===== config.mk =====
export PLATFORM = sky130hd
export DESIGN_NAME = interrupt_priority_level_regs
export DESIGN_NICKNAME = d
export VERILOG_FILES = /design/src/intc_prio_pkg.sv /design/src/interrupt_priority_level_regs.sv
export SDC_FILE = /design/constraint.sdc
export NUM_CORES = 1
export LEC_CHECK = 0
export BUFFER_PORTS_ARGS = -buffer_cell sky130_fd_sc_hd__clkbuf_2
export CAP_MARGIN = 20
export CORE_MARGIN = 4
export CORE_UTILIZATION = 30
export CTS_CLUSTER_DIAMETER = 80
export DETAILED_ROUTE_END_ITERATION = 8
export GPL_TIMING_DRIVEN = 1
export PLACE_DENSITY = 0.62
export SETUP_SLACK_MARGIN = 0.5
export SKIP_CTS_REPAIR_TIMING = 1
export SYNTH_ARGS = -nofsm -noshare
export SYNTH_HDL_FRONTEND = slang
export SYNTH_SLANG_ARGS = --single-unit

===== constraint.sdc =====
create_clock -name ref_clk -period 1.3 [get_ports ref_clk]
set_input_delay 0.26 -clock ref_clk [delete_from_list [all_inputs] [get_ports ref_clk]]
set_output_delay 0.26 -clock ref_clk [all_outputs]
set_load 0.05 [all_outputs]

===== src/intc_prio_pkg.sv =====
// Constants, field layout and state type for the priority level registers
`default_nettype none
package intc_prio_pkg;
    localparam int DATA_WIDTH = 32;
    localparam int REG_WIDTH = 16;
    localparam int ADDR_WIDTH = 6;
    localparam int SRC_COUNT = 17;

    // Register indices; byte address is four times the index
    localparam logic [3:0] DBG_IDX = 4'h1;
    localparam logic [3:0] SYS_IDX = 4'h2;
    localparam logic [3:0] PC_IDX = 4'h3;

    localparam logic [15:0] DBG_RESET = 16'h0000;
    localparam logic [15:0] SYS_RESET = 16'h0000;
    localparam logic [15:0] PC_RESET = 16'h0000;

    // Writable bits of each register
    localparam logic [15:0] DBG_WMASK = 16'h003f;
    localparam logic [15:0] SYS_WMASK = 16'hffcf;
    localparam logic [15:0] PC_WMASK = 16'hfffc;

    localparam logic [1:0] FIELD_OFF = 2'h0;

    // Field positions
    localparam int DBG_RX_FULL_LSB = 4;
    localparam int DBG_TX_EMPTY_LSB = 2;
    localparam int DBG_TRACE_BUF_LSB = 0;
    localparam int FLASH_BUF_EMPTY_LSB = 14;
    localparam int FLASH_CMD_DONE_LSB = 12;
    localparam int FLASH_ERROR_LSB = 10;
    localparam int PLL_LOCK_LOSS_LSB = 8;
    localparam int LOW_VOLTAGE_LSB = 6;
    localparam int EXT_PIN_B_LSB = 2;
    localparam int EXT_PIN_A_LSB = 0;
    localparam int PORT_D_LSB = 14;
    localparam int PORT_E_LSB = 12;
    localparam int PORT_F_LSB = 10;
    localparam int CAN_MSG_BUF_LSB = 8;
    localparam int CAN_WAKE_LSB = 6;
    localparam int CAN_ERROR_LSB = 4;
    localparam int CAN_BUS_OFF_LSB = 2;

    // Source numbering; the first three are debug sources
    localparam int DBG_SRC_COUNT = 3;
    localparam logic [3:0] SRC_REG [SRC_COUNT] = '{
        DBG_IDX, DBG_IDX, DBG_IDX,
        SYS_IDX, SYS_IDX, SYS_IDX, SYS_IDX, SYS_IDX, SYS_IDX, SYS_IDX,
        PC_IDX, PC_IDX, PC_IDX, PC_IDX, PC_IDX, PC_IDX, PC_IDX};
    localparam int SRC_LSB [SRC_COUNT] = '{
        DBG_TRACE_BUF_LSB, DBG_TX_EMPTY_LSB, DBG_RX_FULL_LSB,
        EXT_PIN_A_LSB, EXT_PIN_B_LSB, LOW_VOLTAGE_LSB, PLL_LOCK_LOSS_LSB,
        FLASH_ERROR_LSB, FLASH_CMD_DONE_LSB, FLASH_BUF_EMPTY_LSB,
        CAN_BUS_OFF_LSB, CAN_ERROR_LSB, CAN_WAKE_LSB, CAN_MSG_BUF_LSB,
        PORT_F_LSB, PORT_E_LSB, PORT_D_LSB};

    typedef struct packed {
        logic wait_busy;
        logic [DATA_WIDTH-1:0] rdata;
        logic [REG_WIDTH-1:0] dbg;
        logic [REG_WIDTH-1:0] sys;
        logic [REG_WIDTH-1:0] pc;
        logic [SRC_COUNT-1:0] req;
        logic [SRC_COUNT-1:0][1:0] lvl;
    } state_t;

    localparam state_t ST_RESET = '{
        wait_busy: 1'b1, rdata: '0, dbg: DBG_RESET, sys: SYS_RESET,
        pc: PC_RESET, req: '0, lvl: '0};
endpackage
`default_nettype wire


===== src/interrupt_priority_level_regs.sv =====
// Priority level registers with per-source request and level outputs
//
// What this block does
// - Bits 15..6 of the debug register and 5..4 of the system register read zero and ignore writes.
// - Debug fields map 00 to disabled and 01, 10, 11 to levels 1, 2, 3.
// - Debug register holds receive-full at 5..4, transmit-empty at 3..2, trace buffer at 1..0.
// - Other fields map 00 to disabled and 01, 10, 11 to levels 0, 1, 2.
// - System register holds flash buffers empty, command done, error, PLL lock loss, low voltage from 15 down to 6.
// - System register holds external pin B at 3..2 and pin A at 1..0.
// - Port/CAN register holds port D at 15..14, E at 13..12, F at 11..10.
// - Port/CAN register holds CAN message buffer at 9..8, wake at 7..6, error at 5..4.
// - Reset clears every field so all sources start disabled.
// - Port/CAN register holds CAN bus-off at 3..2 with the level 0 to 2 coding.
`default_nettype none
module interrupt_priority_level_regs
    import intc_prio_pkg::*;
#(
    parameter int ADDR_W = ADDR_WIDTH
)(
    input wire logic ref_clk,
    input wire logic rst_b,
    input wire logic [ADDR_W-1:0] address,
    input wire logic read,
    input wire logic write,
    input wire logic [DATA_WIDTH-1:0] writedata,
    input wire logic [3:0] byteenable,
    output logic [DATA_WIDTH-1:0] readdata,
    output logic waitrequest,
    input wire logic [SRC_COUNT-1:0] src_event,
    output logic [SRC_COUNT-1:0] core_req,
    output logic [2*SRC_COUNT-1:0] core_level
);

    state_t st_q;
    state_t st_d;

    // Register index of an aligned address, zero when misaligned
    function automatic logic [3:0] reg_sel(input logic [ADDR_W-1:0] a);
        logic [ADDR_W-1:0] idx;
        idx = a >> 2;
        if (a[1:0] != 2'h0 || idx > ADDR_W'(PC_IDX)) begin
            return 4'h0;
        end
        return idx[3:0];
    endfunction

    // Byte-lane and writable-bit merge of a write
    function automatic logic [15:0] merge(input logic [15:0] old,
                                          input logic [15:0] wd,
                                          input logic [1:0] be,
                                          input logic [15:0] wmask);
        logic [15:0] m;
        m = {{8{be[1]}}, {8{be[0]}}} & wmask;
        return (old & ~m) | (wd & m);
    endfunction

    // Field of one source out of the three registers
    function automatic logic [1:0] field_of(input logic [15:0] dbg,
                                            input logic [15:0] sys,
                                            input logic [15:0] pc,
                                            input int src);
        logic [15:0] r;
        r = (SRC_REG[src] == DBG_IDX) ? dbg :
            (SRC_REG[src] == SYS_IDX) ? sys : pc;
        return 2'(r >> SRC_LSB[src]);
    endfunction

    // Level coding: debug sources 1..3, all others 0..2
    function automatic logic [1:0] decode(input logic [1:0] f,
                                          input int src);
        if (f == FIELD_OFF) begin
            return 2'h0;
        end
        if (src < DBG_SRC_COUNT) begin
            return f;
        end
        return f - 2'h1;
    endfunction

    always_comb begin
        logic [1:0] f;
        f = FIELD_OFF;
        st_d = st_q;
        st_d.wait_busy = 1'b1;
        if ((read || write) && st_q.wait_busy) begin
            // Answer one cycle after the request is seen
            st_d.wait_busy = 1'b0;
            st_d.rdata = '0;
            if (read) begin
                case (reg_sel(address))
                    DBG_IDX: st_d.rdata = {16'h0000, st_q.dbg};
                    SYS_IDX: st_d.rdata = {16'h0000, st_q.sys};
                    PC_IDX: st_d.rdata = {16'h0000, st_q.pc};
                    default: st_d.rdata = '0;
                endcase
            end
        end else if (write && !st_q.wait_busy) begin
            // Write lands on the edge that completes the transfer
            case (reg_sel(address))
                DBG_IDX: begin
                    st_d.dbg = merge(st_q.dbg, writedata[15:0],
                                     byteenable[1:0], DBG_WMASK);
                end
                SYS_IDX: begin
                    st_d.sys = merge(st_q.sys, writedata[15:0],
                                     byteenable[1:0], SYS_WMASK);
                end
                PC_IDX: begin
                    st_d.pc = merge(st_q.pc, writedata[15:0],
                                    byteenable[1:0], PC_WMASK);
                end
                default: begin
                    st_d.pc = st_q.pc;
                end
            endcase
        end
        // Per-source request and level toward the core
        for (int i = 0; i < SRC_COUNT; i++) begin
            f = field_of(st_q.dbg, st_q.sys, st_q.pc, i);
            st_d.req[i] = src_event[i] && (f != FIELD_OFF);
            st_d.lvl[i] = st_d.req[i] ? decode(f, i) : 2'h0;
        end
    end

    always_ff @(posedge ref_clk or negedge rst_b) begin
        if (!rst_b) begin
            st_q <= ST_RESET;
        end else begin
            st_q <= st_d;
        end
    end

    assign readdata = st_q.rdata;
    assign waitrequest = st_q.wait_busy;
    assign core_req = st_q.req;
    assign core_level = st_q.lvl;
endmodule
`default_nettype wire


==> metrics.md <==
| Metric | Value |
|---|---|
| Netlist cell types | 28 |
| RSZ-0062 raised after global routing | true |
| Total number of vias | 2771 |
| Hold slack | 0.134 ns |
| Fin crit share | 1.12 |
| Via density | 4.37 |
| Setup slack after layout | -0.151 ns |
| Combinational Power Share | 0.115 |
| Most instantiated library cell after synthesis | dfrtp_1 |
| Worst path required time | 1.53 ns |
| Placed insts | 606 |
| Pint | 5.59 mW |
| Core box area | 14500 µm² |
| Hold crit path type | in -> reg |
| Max-cap violations | 0 |
| Clock Tree Buf Depth | 2 |
| Largest fanout on the critical path | 8 |
| Post-route insts no fill | 634 |
| Crit Path Class | reg -> reg |
| Gpl congestion | roughly 0.70 |
| Htree depth | 3 |
| Boundary Pins | ~150 |
| Clock Latency Late Sink | 0.34 ns |
| Initial antenna violation count | 0 |
| Top-area cell type share of the netlist area | 0.571 |
| Port Buffers | 112 |
| Ratio of cells with drive above 1 in the final layout | 0.469 |
| Reg power frac | 0.460 |
| Switch Pwr | 1.73 mW |
| Tmin final | 1.45 ns |
| Leakage | 3.07 nW |
| Post-synth EDFFs | 0 |
| Worst vdd ir | 0.710 mV |
| CTS sink cnt | around 100 |
| Outcome | complete, but fails checks |
| Seq/Total Area, Yosys | 0.577 |
| Finish-stage setup viols | 35 |
| All-Layer GR Usage | 0.118 |
| Post-Syn Area | 4430 µm² |
| Detailed placer's ending HPWL | ~7400 µm |
| Synth top cells by count | dfrtp_1 (101), buf_4 (83), mux2_2 (38) |
| CTS clock-pin slew for the worst setup and hold paths | 0.07 ns |
| Final hold violation count | 0 |
| Failing checks | setup timing |
| CTS Buf Count | 9 |
| Die Span Y | around 130 µm |
| Die width | 130 µm |
| First-pass GRT wire length | approximately 15000 µm |
| Switching share of power | 0.237 |
| Async SR Flop Fraction | 1.00 |
| Post-Route WL | 9930 µm |
| Syn avg cell area | 12.5 µm² |
| Pwr dens | 1240 nW/µm² |
| WP data arrival | 1.68 ns |
| FP Rows | 44 |
| Leading area contributor after synthesis | dfrtp_1 |
| Seq cells post-synth | 102 |
| Total gr overflow | 0 |
| DR WL/cell | 15.7 µm |
| DRT iter0 DRCs | between 80 and 90 |
| Die ar. | roughly 17000 µm² |
| Area contributors post-synth | dfrtp_1 (57%), buf_4 (14%), mux2_2 (9.7%), o21a_1 (2.9%), nand2_1 (2.4%) |
| Vias in the first global route | 2776 |
| CTS tree | done |
| Power, Total | 7.32 mW |
| Worst slack, placed | -0.542 ns |
| Fmax | roughly 690 MHz |
| Mapped Cells | 355 |
| Root buf cell | clkbuf_16 |
| Slew Limit Fails | 0 |
| Post-Route Skew | 0.00627 ns |
| Initial Utilization | 0.306 |
| Crit. End Element | flop |
| Reg-to-reg slack, setup | -0.15 ns |
| Crit path launch type | flop |
| Clock Power Share | 0.425 |
| DR DRC count | 0 |
| DRT Pass-1 Iters | 4 |
| Layout area overhead | 33.1% |
| ANT nets after route | 0 |
| # diodes | 0 |
| Ys flop type | dfrtp_1 |
| YS warnings | 0 |
| Largest net degree at the start of global routing | 46 |
| Nets@finish | 508 |
==> worst max-delay path: stages, from the launching register on <==
cell	delay (ns)
dfstp_2	0.55
nor2b_1	0.06
buf_4	0.15
nand4_4	0.10
buf_12	0.15
mux2_2	0.33
==> cells in the final DEF, fill, tap and decap left out, drive strengths merged <==
cell	count
bufinv	3
o21ai	15
nor4	1
a32o	2
a22oi	4
or4	1
nor3b	2
dlygate4sd3	1
nand3b	1
clkbuf	56
nand2	28
o21a	17
dfstp	1
mux2i	10
nand4	3
o2111ai	1
buf	108
nor2	14
and2	7
dfrtp	101
mux2	38
and3	15
nor2b	3
nand3	1
conb	16
and4	1
==> cell families after synthesis <==
kind of cell,count (synthesis),share of synthesized area
DFF,102,0.577
buffers and inverters,88,0.146
and+or+nand+nor,77,0.0986
muxes,48,0.119
AOI/OAI and AO/OA,39,0.0590
other,1,0.000847
==> worst paths after layout <==
check                                           start                       end  depth (start not counted)
worst min register to register                   flop  core_level[30]$_DFF_PN0_                          1
min in group asynchronous                       rst_b                 async pin                          3
worst min-delay path                    src_event[10]  core_level[20]$_DFF_PN0_                          3
worst max register to register  waitrequest$_DFF_PN1_                      flop                          5
max in group asynchronous                       rst_b  core_level[19]$_DFF_PN0_                          3
worst max-delay path            waitrequest$_DFF_PN1_                      flop                          5
==> per-stage QoR <==
stage / setup TNS, ns / area, µm² / util
after floorplan: -10.03 / 4490 / -
after global placement: -17.09 / 4900 / 0.338
after detailed placement: -18.56 / 4900 / 0.338
after CTS: -6.05 / 5250 / 0.362
after global routing: -5.58 / 5890 / 0.407
final: -3.96 / 5890 / 0.407
==> final cells by class <==
type | count | area, µm²
multi-input cells | 180 | 1380
repair buffers | 152 | 1380
well taps | 184 | 230
clock buffers | 13 | 260
clock inverters | 3 | 90.1
flip-flops and latches | 102 | 2550
fillers | 1399 | 8580
==> routing by layer <==
metal  GRT usage  up-vias  routed length [µm]
met4      0.0489        0                 240
met2       0.197       78                5120
met1       0.133     1398                3740
met5           0        -                   0
met3      0.0478       15                 825
li1            -     1280                   -
==> power by group through the flow <==
stage / Sequential [mW] / Combinational, mW / Clock, mW
after global routing: 3.38 / 0.907 / 3.33
final: 3.36 / 0.844 / 3.11
after global placement: 3.41 / 0.734 / 0
after floorplan: 3.40 / 0.518 / 0
after CTS: 3.36 / 0.754 / 3.20
after detailed placement: 3.42 / 0.752 / 0
Note: power is estimated with default switching activity, not from simulation.
